--- src/pkg/uart_data_status_regs_consts.svh ---
// Offsets, field positions and reset values of the serial data and status registers
`ifndef UART_DATA_STATUS_REGS_CONSTS_SVH
`define UART_DATA_STATUS_REGS_CONSTS_SVH

// Register indices; byte address is four times the index
`define IDX_STATUS_A     8'hc0
`define IDX_CONTROL_B    8'hc1
`define IDX_LINE_CONFIG  8'hc8
`define IDX_BAUD         8'hc4
`define IDX_DATA         8'hc6

// control_status_a fields
`define BIT_RXC          7
`define BIT_TXC          6
`define BIT_UDRE         5
`define BIT_FE           4
`define BIT_DOR          3
`define BIT_PE           2
`define BIT_U2X          1
`define BIT_MPCM         0
`define RST_STATUS_A     8'h20

// control_status_b fields
`define BIT_RXCIE        7
`define BIT_TXCIE        6
`define BIT_UDRIE        5
`define BIT_RXEN         4
`define BIT_TXEN         3
`define BIT_SIZE_HI      2
`define RST_CONTROL_B    8'h00

// line_config fields
`define POS_SIZE_LO      0
`define POS_PARITY       2
`define POS_MODE         4
`define BIT_GIE          6
`define RST_LINE_CONFIG  8'h03

// Mode select codes
`define MODE_ASYNC       2'b00
`define MODE_SPI         2'b11

// Oversampling counts minus one
`define OS_NORMAL        4'hf
`define OS_DOUBLE        4'h7

`define RESP_OKAY        2'b00
`define RESP_SLVERR      2'b10

`endif

--- src/pkg/uart_data_status_regs_pkg.sv ---
// Types shared by the serial data and status register block
package uart_data_status_regs_pkg;

  typedef enum logic [2:0] {
    TX_IDLE   = 3'b000,
    TX_START  = 3'b001,
    TX_DATA   = 3'b010,
    TX_PARITY = 3'b011,
    TX_STOP   = 3'b100
  } tx_state_t;

  typedef enum logic [2:0] {
    RX_IDLE   = 3'b000,
    RX_START  = 3'b001,
    RX_DATA   = 3'b010,
    RX_PARITY = 3'b011,
    RX_STOP   = 3'b100
  } rx_state_t;

  typedef struct packed {
    logic       frame_err;
    logic       parity_err;
    logic [7:0] data;
  } rx_entry_t;

  typedef struct packed {
    logic [11:0] awaddr;
    logic        awvalid;
    logic [31:0] wdata;
    logic [3:0]  wstrb;
    logic        wvalid;
    logic        bready;
    logic [11:0] araddr;
    logic        arvalid;
    logic        rready;
  } axil_req_t;

  typedef struct packed {
    logic        awready;
    logic        wready;
    logic        bvalid;
    logic [1:0]  bresp;
    logic        arready;
    logic        rvalid;
    logic [31:0] rdata;
    logic [1:0]  rresp;
  } axil_rsp_t;

endpackage : uart_data_status_regs_pkg

--- src/hdl/uart_data_status_regs.sv ---
// Serial transceiver data buffer, receive FIFO, status flags and AXI4-Lite register slave
//
// Behaviour
// [RULE1] Data location: writes load transmit buffer, reads return receive buffer.
// [RULE2] Five to seven bit characters: upper bits ignored on transmit, zero on receive.
// [RULE3] Transmit buffer writes accepted only while buffer-empty flag set; others dropped.
// [RULE4] Enabled transmitter moves buffer into empty shifter and sends it serially.
// [RULE5] Receive buffer is a two-entry FIFO advanced by every data location read.
// [RULE6] Software avoids read-modify-write and bit tests on the data location.
// [RULE7] Receive-complete flag high while unread data remains; cleared by flush.
// [RULE8] Transmit-complete set when frame fully sent and transmit buffer empty.
// [RULE9] Transmit-complete cleared by interrupt service or writing one to it.
// [RULE10] Buffer-empty flag shows transmit buffer free; set at reset.
// [RULE11] Frame-error flag follows next buffered character's first stop bit.
// [RULE12] Overrun set on start bit while FIFO full and shifter holds a character.
// [RULE13] Parity-error flag set for next character failing enabled parity check.
// [RULE14] Software writes zero to frame-error, overrun and parity-error positions.
// [RULE15] Double-speed bit halves oversampling in asynchronous mode only.
// [RULE16] Multi-processor mode drops frames without address; transmitter unaffected.
// [RULE17] Receive interrupt needs its enable, global enable and receive flag.
// [RULE18] Transmit-complete interrupt needs its enable, global enable and its flag.
// [RULE19] Buffer-empty interrupt needs its enable, global enable and its flag.
// [RULE20] In SPI-master mode error, double-speed and multi-processor bits do nothing.
// [RULE21] Disabling receiver flushes buffer and invalidates the three error flags.
// [RULE22] Transmitter disable waits until shifter and buffer are empty, then releases pin.
// [RULE23] Each interrupt request is a level following its gating conditions.
`timescale 1ns/1ps
`default_nettype none
`include "uart_data_status_regs_consts.svh"

module uart_data_status_regs #(
  parameter int BAUD_W = 12
) (
  // Clock and reset
  input  wire logic                                  clock,
  input  wire logic                                  reset_n,
  // Register bus
  input  wire uart_data_status_regs_pkg::axil_req_t  axil_req,
  output var  uart_data_status_regs_pkg::axil_rsp_t  axil_rsp,
  // Serial line
  input  wire logic                                  serial_receive_line,
  output logic                                       serial_transmit_line,
  output logic                                       transmit_pin_override,
  output logic                                       receive_pin_override,
  // Interrupt controller
  input  wire logic                                  tx_complete_irq_serviced,
  output logic                                       rx_complete_irq,
  output logic                                       tx_complete_irq,
  output logic                                       buffer_empty_irq
);
  import uart_data_status_regs_pkg::*;

  if (BAUD_W < 1 || BAUD_W > 12) begin : g_check
    $error("BAUD_W must lie between 1 and 12");
  end

  function automatic logic [3:0] char_bits(input logic [2:0] size);
    unique case (size)
      3'b000:  char_bits = 4'd5;
      3'b001:  char_bits = 4'd6;
      3'b010:  char_bits = 4'd7;
      default: char_bits = 4'd8;
    endcase
  endfunction : char_bits

  function automatic logic [7:0] char_mask(input logic [3:0] bits);
    char_mask = 8'hff >> (4'd8 - bits);
  endfunction : char_mask

  // Reset release and line synchroniser
  logic [1:0] rst_sync_reg;
  logic       rst_n;
  logic       rx_meta_reg;
  logic       rx_sync_reg;

  always_ff @(posedge clock or negedge reset_n) begin
    if (!reset_n) begin
      rst_sync_reg <= 2'b00;
    end else begin
      rst_sync_reg <= {rst_sync_reg[0], 1'b1};
    end
  end
  assign rst_n = rst_sync_reg[1];

  always_ff @(posedge clock or negedge rst_n) begin
    if (!rst_n) begin
      rx_meta_reg <= 1'b1;
      rx_sync_reg <= 1'b1;
    end else begin
      rx_meta_reg <= serial_receive_line;
      rx_sync_reg <= rx_meta_reg;
    end
  end

  // Software-visible state
  logic [7:0]        ctrl_b_reg;
  logic [7:0]        cfg_reg;
  logic [BAUD_W-1:0] baud_reg;
  logic              u2x_reg;
  logic              mpcm_reg;
  logic              txc_reg;
  logic              dor_reg;

  // Transmitter state
  tx_state_t   tx_state_reg;
  logic [7:0]  thb_reg;
  logic        thb_valid_reg;
  logic [7:0]  tsr_reg;
  logic        tx_par_reg;
  logic [2:0]  tx_bit_reg;
  logic [3:0]  tx_os_reg;
  logic        tx_owned_reg;
  logic        tx_line_reg;

  // Receiver state
  rx_state_t   rx_state_reg;
  logic [7:0]  rx_shift_reg;
  logic        rx_pe_reg;
  logic [2:0]  rx_bit_reg;
  logic [3:0]  rx_os_reg;
  rx_entry_t   fifo_reg [2];
  rx_entry_t   fifo_next [2];
  logic [1:0]  fifo_cnt_reg;
  logic [1:0]  fifo_cnt_next;
  rx_entry_t   hold_reg;
  rx_entry_t   hold_next;
  logic        hold_valid_reg;
  logic        hold_valid_next;

  // Bus slave state
  logic        aw_pend_reg;
  logic [11:0] awaddr_reg;
  logic        w_pend_reg;
  logic [11:0] wdata_reg;
  logic        wstrb0_reg;
  logic        bvalid_reg;
  logic [1:0]  bresp_reg;
  logic        rvalid_reg;
  logic [31:0] rdata_reg;
  logic [1:0]  rresp_reg;

  // Decoded configuration
  wire logic [3:0] n_bits   = char_bits({ctrl_b_reg[`BIT_SIZE_HI], cfg_reg[`POS_SIZE_LO +: 2]});
  wire logic [7:0] mask     = char_mask(n_bits);
  wire logic [1:0] mode     = cfg_reg[`POS_MODE +: 2];
  wire logic       spi_mode = (mode == `MODE_SPI);
  wire logic       par_en   = cfg_reg[`POS_PARITY + 1];
  wire logic       par_odd  = cfg_reg[`POS_PARITY];
  wire logic       rxen     = ctrl_b_reg[`BIT_RXEN];
  wire logic       txen     = ctrl_b_reg[`BIT_TXEN];
  wire logic       gie      = cfg_reg[`BIT_GIE];
  wire logic       double_w = u2x_reg && (mode == `MODE_ASYNC) && !spi_mode; // RULE15 RULE20
  wire logic       mp_mode  = mpcm_reg && !spi_mode;                            // RULE20
  wire logic [3:0] os_max   = double_w ? `OS_DOUBLE : `OS_NORMAL;              // RULE15

  // Baud prescaler; a tick every baud_reg+1 clocks
  logic [BAUD_W-1:0] presc_reg;
  wire logic         tick = (presc_reg == baud_reg);

  always_ff @(posedge clock or negedge rst_n) begin
    if (!rst_n) begin
      presc_reg <= '0;
    end else begin
      presc_reg <= tick ? '0 : presc_reg + 1'b1;
    end
  end

  // Bus decode
  wire logic        aw_fire   = axil_req.awvalid && !aw_pend_reg && !bvalid_reg;
  wire logic        w_fire    = axil_req.wvalid && !w_pend_reg && !bvalid_reg;
  wire logic        wr_go     = aw_pend_reg && w_pend_reg && !bvalid_reg;
  wire logic        ar_fire   = axil_req.arvalid && !rvalid_reg;
  wire logic [11:0] wa        = awaddr_reg;
  wire logic [11:0] ra        = axil_req.araddr;
  wire logic        wr_en     = wr_go && wstrb0_reg;
  wire logic        wr_a      = wr_en && (wa == {2'b00, `IDX_STATUS_A, 2'b00});
  wire logic        wr_b      = wr_en && (wa == {2'b00, `IDX_CONTROL_B, 2'b00});
  wire logic        wr_cfg    = wr_en && (wa == {2'b00, `IDX_LINE_CONFIG, 2'b00});
  wire logic        wr_baud   = wr_en && (wa == {2'b00, `IDX_BAUD, 2'b00});
  wire logic        wr_data   = wr_en && (wa == {2'b00, `IDX_DATA, 2'b00});
  wire logic        wa_mapped = (wa == {2'b00, `IDX_STATUS_A, 2'b00})
                             || (wa == {2'b00, `IDX_CONTROL_B, 2'b00})
                             || (wa == {2'b00, `IDX_LINE_CONFIG, 2'b00})
                             || (wa == {2'b00, `IDX_BAUD, 2'b00})
                             || (wa == {2'b00, `IDX_DATA, 2'b00});
  wire logic        rd_a      = (ra == {2'b00, `IDX_STATUS_A, 2'b00});
  wire logic        rd_b      = (ra == {2'b00, `IDX_CONTROL_B, 2'b00});
  wire logic        rd_cfg    = (ra == {2'b00, `IDX_LINE_CONFIG, 2'b00});
  wire logic        rd_baud   = (ra == {2'b00, `IDX_BAUD, 2'b00});
  wire logic        rd_data   = (ra == {2'b00, `IDX_DATA, 2'b00});
  wire logic        ra_mapped = rd_a || rd_b || rd_cfg || rd_baud || rd_data;

  // Flags
  wire logic      rxc      = (fifo_cnt_reg != 2'd0);                        // RULE7
  wire logic      udre     = !thb_valid_reg;                                // RULE10
  wire rx_entry_t head     = rxc ? fifo_reg[0] : '0;
  wire logic      fe_flag  = head.frame_err && !spi_mode;                   // RULE11 RULE20
  wire logic      pe_flag  = head.parity_err && !spi_mode;                  // RULE13 RULE20
  wire logic      dor_flag = dor_reg && !spi_mode;                          // RULE12 RULE20
  wire logic      pop      = ar_fire && rd_data && rxc;                     // RULE5

  wire logic [7:0] status_a = {rxc, txc_reg, udre, fe_flag, dor_flag, pe_flag, u2x_reg, mpcm_reg};
  // Ninth-bit transfer is not carried, so the received ninth bit reads zero
  wire logic [7:0] ctrl_b_rd = {ctrl_b_reg[7:2], 1'b0, ctrl_b_reg[0]};
  wire logic [7:0] rd_byte   = rd_a    ? status_a
                             : rd_b    ? ctrl_b_rd
                             : rd_cfg  ? cfg_reg
                             : rd_data ? head.data                          // RULE1 RULE2
                             : 8'h00;
  wire logic [31:0] rd_word  = rd_baud ? {{(32-BAUD_W){1'b0}}, baud_reg} : {24'h000000, rd_byte};

  always_ff @(posedge clock or negedge rst_n) begin
    if (!rst_n) begin
      aw_pend_reg <= 1'b0;
      awaddr_reg  <= 12'h000;
      w_pend_reg  <= 1'b0;
      wdata_reg   <= 12'h000;
      wstrb0_reg  <= 1'b0;
      bvalid_reg  <= 1'b0;
      bresp_reg   <= `RESP_OKAY;
    end else begin
      if (aw_fire) begin
        aw_pend_reg <= 1'b1;
        awaddr_reg  <= axil_req.awaddr;
      end
      if (w_fire) begin
        w_pend_reg <= 1'b1;
        wdata_reg  <= axil_req.wdata[11:0];
        wstrb0_reg <= axil_req.wstrb[0];
      end
      if (wr_go) begin
        aw_pend_reg <= 1'b0;
        w_pend_reg  <= 1'b0;
        bvalid_reg  <= 1'b1;
        bresp_reg   <= wa_mapped ? `RESP_OKAY : `RESP_SLVERR;
      end else if (bvalid_reg && axil_req.bready) begin
        bvalid_reg <= 1'b0;
      end
    end
  end

  always_ff @(posedge clock or negedge rst_n) begin
    if (!rst_n) begin
      rvalid_reg <= 1'b0;
      rdata_reg  <= 32'h00000000;
      rresp_reg  <= `RESP_OKAY;
    end else if (ar_fire) begin
      rvalid_reg <= 1'b1;
      rdata_reg  <= rd_word;
      rresp_reg  <= ra_mapped ? `RESP_OKAY : `RESP_SLVERR;
    end else if (rvalid_reg && axil_req.rready) begin
      rvalid_reg <= 1'b0;
    end
  end

  // Baud value above BAUD_W bits is dropped by the width of the register
  always_ff @(posedge clock or negedge rst_n) begin
    if (!rst_n) begin
      ctrl_b_reg <= `RST_CONTROL_B;
      cfg_reg    <= `RST_LINE_CONFIG;
      baud_reg   <= '0;
      u2x_reg    <= 1'b0;
      mpcm_reg   <= 1'b0;
    end else begin
      if (wr_b) ctrl_b_reg <= wdata_reg[7:0];
      if (wr_cfg) cfg_reg <= {1'b0, wdata_reg[6:0]};
      if (wr_baud) baud_reg <= wdata_reg[BAUD_W-1:0];
      if (wr_a) begin
        u2x_reg  <= wdata_reg[`BIT_U2X];
        mpcm_reg <= wdata_reg[`BIT_MPCM];
      end
    end
  end

  // Transmitter
  wire logic tx_step   = tick && (tx_os_reg == os_max);
  wire logic tx_load   = (tx_state_reg == TX_IDLE) && thb_valid_reg && tx_owned_reg; // RULE4
  wire logic tx_finish = tx_step && (tx_state_reg == TX_STOP);
  wire logic tx_last   = ({1'b0, tx_bit_reg} == n_bits - 4'd1);
  wire logic tx_bit_w  = (tx_state_reg == TX_START)  ? 1'b0
                       : (tx_state_reg == TX_DATA)   ? tsr_reg[0]
                       : (tx_state_reg == TX_PARITY) ? tx_par_reg
                       : 1'b1;

  always_ff @(posedge clock or negedge rst_n) begin
    if (!rst_n) begin
      thb_reg       <= 8'h00;
      thb_valid_reg <= 1'b0;
    end else if (wr_data && udre) begin                                      // RULE3
      thb_reg       <= wdata_reg[7:0] & mask;                                // RULE1 RULE2
      thb_valid_reg <= 1'b1;
    end else if (tx_load) begin
      thb_valid_reg <= 1'b0;
    end
  end

  always_ff @(posedge clock or negedge rst_n) begin
    if (!rst_n) begin
      tx_state_reg <= TX_IDLE;
      tsr_reg      <= 8'h00;
      tx_par_reg   <= 1'b0;
      tx_bit_reg   <= 3'd0;
      tx_os_reg    <= 4'd0;
    end else if (tx_load) begin
      tx_state_reg <= TX_START;
      tsr_reg      <= thb_reg;
      tx_par_reg   <= (^thb_reg) ^ par_odd;
      tx_os_reg    <= 4'd0;
    end else if (tx_state_reg != TX_IDLE && tick) begin
      tx_os_reg <= tx_step ? 4'd0 : tx_os_reg + 4'd1;
      if (tx_step) begin
        unique case (tx_state_reg)
          TX_START: begin
            tx_state_reg <= TX_DATA;
            tx_bit_reg   <= 3'd0;
          end
          TX_DATA: begin
            tsr_reg    <= tsr_reg >> 1;
            tx_bit_reg <= tx_bit_reg + 3'd1;
            if (tx_last) tx_state_reg <= par_en ? TX_PARITY : TX_STOP;
          end
          TX_PARITY: tx_state_reg <= TX_STOP;
          TX_STOP:   tx_state_reg <= TX_IDLE;
          TX_IDLE:   tx_state_reg <= TX_IDLE;
        endcase
      end
    end
  end

  always_ff @(posedge clock or negedge rst_n) begin
    if (!rst_n) begin
      tx_owned_reg <= 1'b0;
      tx_line_reg  <= 1'b1;
      txc_reg      <= 1'b0;
    end else begin
      tx_owned_reg <= txen || (tx_owned_reg && (thb_valid_reg || tx_state_reg != TX_IDLE)); // RULE22
      tx_line_reg  <= tx_bit_w;
      if (tx_finish && !thb_valid_reg) begin
        txc_reg <= 1'b1;                                                     // RULE8
      end else if (tx_complete_irq_serviced || (wr_a && wdata_reg[`BIT_TXC])) begin
        txc_reg <= 1'b0;                                                     // RULE9
      end
    end
  end

  // Receiver; samples mid-bit on the oversampling grid
  wire logic       rx_step  = tick && (rx_os_reg == os_max);
  wire logic       rx_mid   = tick && (rx_os_reg == (os_max >> 1));
  wire logic       rx_last  = ({1'b0, rx_bit_reg} == n_bits - 4'd1);
  wire logic       rx_begin = rxen && tick && (rx_state_reg == RX_IDLE) && !rx_sync_reg;
  wire logic       rx_stop  = rxen && rx_step && (rx_state_reg == RX_STOP);
  // First stop bit low marks a data frame when multi-processor mode is on
  wire logic       rx_done  = rx_stop && !(mp_mode && !rx_sync_reg);       // RULE16
  wire rx_entry_t  rx_new   = '{frame_err: !rx_sync_reg, parity_err: rx_pe_reg,
                                data: rx_shift_reg & mask};                 // RULE2 RULE11
  wire logic       overrun  = rx_begin && (fifo_cnt_reg == 2'd2) && hold_valid_reg; // RULE12

  always_ff @(posedge clock or negedge rst_n) begin
    if (!rst_n) begin
      rx_state_reg <= RX_IDLE;
      rx_shift_reg <= 8'h00;
      rx_pe_reg    <= 1'b0;
      rx_bit_reg   <= 3'd0;
      rx_os_reg    <= 4'd0;
    end else if (!rxen) begin
      rx_state_reg <= RX_IDLE;                                               // RULE21
    end else if (rx_begin) begin
      rx_state_reg <= RX_START;
      rx_os_reg    <= 4'd0;
      rx_shift_reg <= 8'h00;
      rx_pe_reg    <= 1'b0;
    end else if (rx_state_reg == RX_START && rx_mid) begin
      rx_state_reg <= rx_sync_reg ? RX_IDLE : RX_DATA;
      rx_os_reg    <= 4'd0;
      rx_bit_reg   <= 3'd0;
    end else if (rx_state_reg != RX_IDLE && tick) begin
      rx_os_reg <= rx_step ? 4'd0 : rx_os_reg + 4'd1;
      if (rx_step) begin
        unique case (rx_state_reg)
          RX_DATA: begin
            rx_shift_reg[rx_bit_reg] <= rx_sync_reg;
            rx_bit_reg <= rx_bit_reg + 3'd1;
            if (rx_last) rx_state_reg <= par_en ? RX_PARITY : RX_STOP;
          end
          RX_PARITY: begin
            rx_pe_reg    <= (^(rx_shift_reg & mask)) ^ par_odd ^ rx_sync_reg; // RULE13
            rx_state_reg <= RX_STOP;
          end
          RX_STOP:  rx_state_reg <= RX_IDLE;
          RX_START: rx_state_reg <= RX_START;
          RX_IDLE:  rx_state_reg <= RX_IDLE;
        endcase
      end
    end
  end

  // Receive FIFO: entry 0 is the oldest; a waiting character refills after a pop
  always_comb begin
    fifo_next       = fifo_reg;
    fifo_cnt_next   = fifo_cnt_reg;
    hold_next       = hold_reg;
    hold_valid_next = hold_valid_reg;
    if (pop) begin                                                           // RULE5
      fifo_next[0]  = fifo_reg[1];
      fifo_cnt_next = fifo_cnt_reg - 2'd1;
    end
    if (hold_valid_next && fifo_cnt_next != 2'd2) begin
      fifo_next[fifo_cnt_next[0]] = hold_reg;
      fifo_cnt_next               = fifo_cnt_next + 2'd1;
      hold_valid_next             = 1'b0;
    end
    if (rx_done) begin
      if (fifo_cnt_next != 2'd2) begin
        fifo_next[fifo_cnt_next[0]] = rx_new;
        fifo_cnt_next               = fifo_cnt_next + 2'd1;
      end else if (!hold_valid_next) begin
        hold_next       = rx_new;
        hold_valid_next = 1'b1;
      end
    end
    if (!rxen) begin                                                         // RULE7 RULE21
      fifo_cnt_next   = 2'd0;
      hold_valid_next = 1'b0;
    end
  end

  always_ff @(posedge clock or negedge rst_n) begin
    if (!rst_n) begin
      fifo_reg[0]    <= '0;
      fifo_reg[1]    <= '0;
      fifo_cnt_reg   <= 2'd0;
      hold_reg       <= '0;
      hold_valid_reg <= 1'b0;
      dor_reg        <= 1'b0;
    end else begin
      fifo_reg       <= fifo_next;
      fifo_cnt_reg   <= fifo_cnt_next;
      hold_reg       <= hold_next;
      hold_valid_reg <= hold_valid_next;
      if (!rxen) begin
        dor_reg <= 1'b0;                                                     // RULE21
      end else if (overrun) begin
        dor_reg <= 1'b1;                                                     // RULE12
      end else if (ar_fire && rd_data) begin
        dor_reg <= 1'b0;
      end
    end
  end

  // Outputs
  assign serial_transmit_line  = tx_line_reg;
  assign transmit_pin_override = tx_owned_reg;                               // RULE22
  assign receive_pin_override  = rxen;
  assign rx_complete_irq  = ctrl_b_reg[`BIT_RXCIE] && gie && rxc;            // RULE17 RULE23
  assign tx_complete_irq  = ctrl_b_reg[`BIT_TXCIE] && gie && txc_reg;        // RULE18 RULE23
  assign buffer_empty_irq = ctrl_b_reg[`BIT_UDRIE] && gie && udre;           // RULE19 RULE23

  assign axil_rsp = '{awready: !aw_pend_reg && !bvalid_reg,
                      wready:  !w_pend_reg && !bvalid_reg,
                      bvalid:  bvalid_reg,
                      bresp:   bresp_reg,
                      arready: !rvalid_reg,
                      rvalid:  rvalid_reg,
                      rdata:   rdata_reg,
                      rresp:   rresp_reg};

endmodule : uart_data_status_regs
`default_nettype wire

--- config.mk ---
export PLATFORM = sky130hd
export DESIGN_NAME = uart_data_status_regs
export DESIGN_NICKNAME = d
export VERILOG_FILES = /design/src/pkg/uart_data_status_regs_pkg.sv /design/src/hdl/uart_data_status_regs.sv
export VERILOG_INCLUDE_DIRS = /design/src /design/src/pkg
export SDC_FILE = /design/constraint.sdc
export NUM_CORES = 1
export LEC_CHECK = 0
export ABC_CLOCK_PERIOD_IN_PS = 6340
export BUFFER_PORTS_ARGS = -buffer_cell sky130_fd_sc_hd__buf_4
export CORE_ASPECT_RATIO = 0.8
export CORE_MARGIN = 4
export CORE_UTILIZATION = 55
export CTS_BUF_LIST = sky130_fd_sc_hd__clkbuf_2 sky130_fd_sc_hd__clkbuf_4 sky130_fd_sc_hd__clkbuf_8
export DETAILED_ROUTE_END_ITERATION = 8
export GPL_ROUTABILITY_DRIVEN = 0
export PLACE_DENSITY_LB_ADDON = 0.3
export SYNTH_ARGS = -nofsm -noshare
export SYNTH_HDL_FRONTEND = slang
export SYNTH_SLANG_ARGS = --single-unit
--- constraint.sdc ---
create_clock -name clock -period 6.34 [get_ports clock]
set_clock_uncertainty 0.1 [all_clocks]
set_input_delay 0.634 -clock clock [delete_from_list [all_inputs] [get_ports clock]]
set_output_delay 0.634 -clock clock [all_outputs]
set_load 0.02 [all_outputs]
==> metrics.md <==
| Metric | Value |
|---|---|
| Area Growth Syn to Fin | 10.9% |
| Initial antenna violation count | 0 |
| Synthesis-stage register bit count | between 150 and 200 |
| I/O pin cnt | 116 |
| Die width | 151 um |
| Post-Syn Area per Cell | just over 10 um^2 |
| Final Core Density | 63.0% |
| Initial core utilization | about 57% |
| Critical Path Max Stage Delay | approximately 0.74 ns |
| WL final | 21,500 um |
| RSZ-0062 raised after global routing | false |
| WS Path Type | reg2reg |
| Most common cell after layout, fill and taps aside | dfrtp_1 |
| GR Overflow Total | 0 |
| # clock sinks | 171 |
| Number of fill cells | between 1,000 and 1,500 |
| Multi-input gate area | 4400 um^2 |
| Commonest cells after routing, fill and taps aside | dfrtp_1 (165), nand2_1 (91), buf_4 (78) |
| Crit-path cells | inv_1, ha_1, nor3b_2, and4_1, nand3_1, nand2_1, inv_1, ha_1, nor2b_1, a31oi_4, a211oi_2, buf_4, inv_1, ha_1, nor2_1, o311a_1, mux2i_1, a21oi_1 |
| Largest register FFs | 20 |
| Synth top area cells | dfrtp_1 (46%), mux2_2 (7.0%), o21ai_0 (4.3%) |
| WL/cell | 18.3 um |
| DR pass1 iterations | 6 |
| Critical Path RT | 6.54 ns |
| First-pass GRT wire length | 34,600 um |
| Power Density | 253 nW/um^2 |
| Final max-slew violation count | 0 |
| Routed Antenna Nets | 0 |
| Mapped Area | 9060 um^2 |
| Arrival time worst endpoint | 5.51 ns |
| Status | completed |
| Critical-path top delay cell | o311a_1 |
| Min Tclk post-route | 5.31 ns |
| Main flop type after synthesis | dfrtp_1 |
| Cell count after synthesis | 893 |
| Vias in the first global route | ~6,600 |
| Die Y-Extent | 123 um |
| Placed insts | 1,142 |
| Syn. warnings | 0 |
| Peak VDD IR | 0.273 mV |
| Register area share after synthesis | a little under half |
| Clk pin slew, worst setup/hold paths | 0.10 ns |
| Antenna Cells | 0 |
| Fin crit share | 83.8% |
| Unique masters post-synth | 80 |
| Vias | about 7,000 |
| Fin cells | between 1,000 and 1,500 |
| Total power | 2.54 mW |
| Setup crit end kind | flip-flop |
| # resized after CTS | 0 |
| Seq. cell area | about 4300 um^2 |
| H-tree depth | 4 |
| Post-DP HPWL | 15,300 um |
| Area leader, netlist | dfrtp_1 |
| Core Area | 16,000 um^2 |
| Ys async rst share | 100% |
| Fraction of layout cells with a size suffix above 1 | 20.8% |
| Max clock buf depth | 2 |
| Rows | 41 |
| Synth top area share | 45.9% |
| HP Class | in2reg |
| Pre-CTS setup slack | 1.16 ns |
| Buffers added on ports | 70 |
| CTS tree | built |
| Hold Vio Cnt, Final | 0 |
| GRT Resource Usage Total | 24.0% |
| Final setup TNS | 0 ns |
| EDFF count, synth | 0 |
| Residual DRC | 0 |
| Largest net degree at the start of global routing | 78 |
| Root Driver | clkbuf_8 |
| Worst slew pin tran | 1.28 ns |
| Post-layout nets | between 1,000 and 1,500 |
| FMAX | 188 MHz |
| Slew margin rel. | 14.3% |
| Via density | 5.88 |
| Max cap viols | 0 |
| Lkg Pwr | 4.47 nW |
| Total CTS buffers | 17 |
| Worst skew pair latency | between 0.4 and 0.5 ns |
| Die area | 18,600 um^2 |
| Buf/Inv on CP | 4 |
| Count of final setup violators | 0 |
| Iter 0 DRT Violations | slightly above 700 |
| CP startpoint kind | flip-flop |
| Setup WS post-layout | just over 1 ns |
| Crit Path Max Fanout | 11 |
| CP top delay family | simple AND/OR/NAND/NOR gates |
-- cells by family (layout without fill, tap and decap cells) --
group	Yosys count	after routing	synth area share, %
muxes	85	85	10.3
buffers and inverters	91	137	5.04
and+or+nand+nor	295	295	17.6
other	2	23	0.0829
AOI/OAI and AO/OA	186	186	13.0
xor gates and xnor gates	49	49	4.74
adders and majority gates	14	14	1.92
DFF	171	171	47.3
-- per-stage QoR --
step                      cell area [um^2]  hold slack [ns]
after floorplan                       9140            0.231
after global placement                9640            0.235
after detailed placement              9640            0.239
after CTS                            10100            0.142
after global routing                 10100            0.140
final                                10100            0.174
-- repair_timing --
item | 4_1_cts | 5_1_grt
hold buffers | 1 | 0
buffers inserted | 0 | 0
endpoints found under the hold margin | 2 | 0
-- cell usage after synthesis (all sizes together) (7+ instances only) --
library cell,count
dfrtp,166
nand2,91
o21ai,78
nor2,64
mux2,56
nand3,37
a21oi,36
buf,36
xnor2,35
clkbuf,29
mux2i,29
inv,26
nor3,15
nor2b,14
xor2,14
ha,13
nand2b,12
o31ai,9
nand4,8
a31oi,7
nor3b,7
-- path summary, 6_finish.rpt --
kind                                        endpoint                      start  depth (start not counted)  slack [ns]
max                            fifo_reg[2]$_DFF_PN0_  fifo_cnt_reg[0]$_DFF_PN0_                         18        1.03
min                            rx_meta_reg$_DFF_PN1_        serial_receive_line                          1        0.17
max reg2reg                    fifo_reg[2]$_DFF_PN0_  fifo_cnt_reg[0]$_DFF_PN0_                         18        1.03
min reg2reg                rst_sync_reg[1]$_DFF_PN0_  rst_sync_reg[0]$_DFF_PN0_                          0        0.26
max in group asynchronous     cfg_reg[6]$_DFFE_PN0P_  rst_sync_reg[1]$_DFF_PN0_                          1        4.28
min in group asynchronous  rst_sync_reg[1]$_DFF_PN0_                    reset_n                          2        0.37
-- layer usage --
layer  track usage [%]  up-vias  part of all wire, %
met5                 0        -                    0
met1              35.8     3364                   46
met2              35.8      292                   45
li1                  -     3241                    -
met3              5.76       15                  8.4
met4              5.22        0                 0.93
-- where the power goes --
group / switching, mW / internal [mW]
Sequential: 0.131 / 1.20
Clock: 0.444 / 0.343
Combinational: 0.231 / 0.189
Total: 0.806 / 1.73
-- layout make-up --
class | count | area share (%)
Tap cell | 215 | 2.68
Sequential cell | 171 | 42.7
Multi-Input combinational cell | 652 | 43.8
Clock inverter | 13 | 1.41
Inverter | 26 | 0.971
Clock buffer | 19 | 2.54
Timing Repair Buffer | 79 | 5.93
Power figures use the tool's default switching activity.
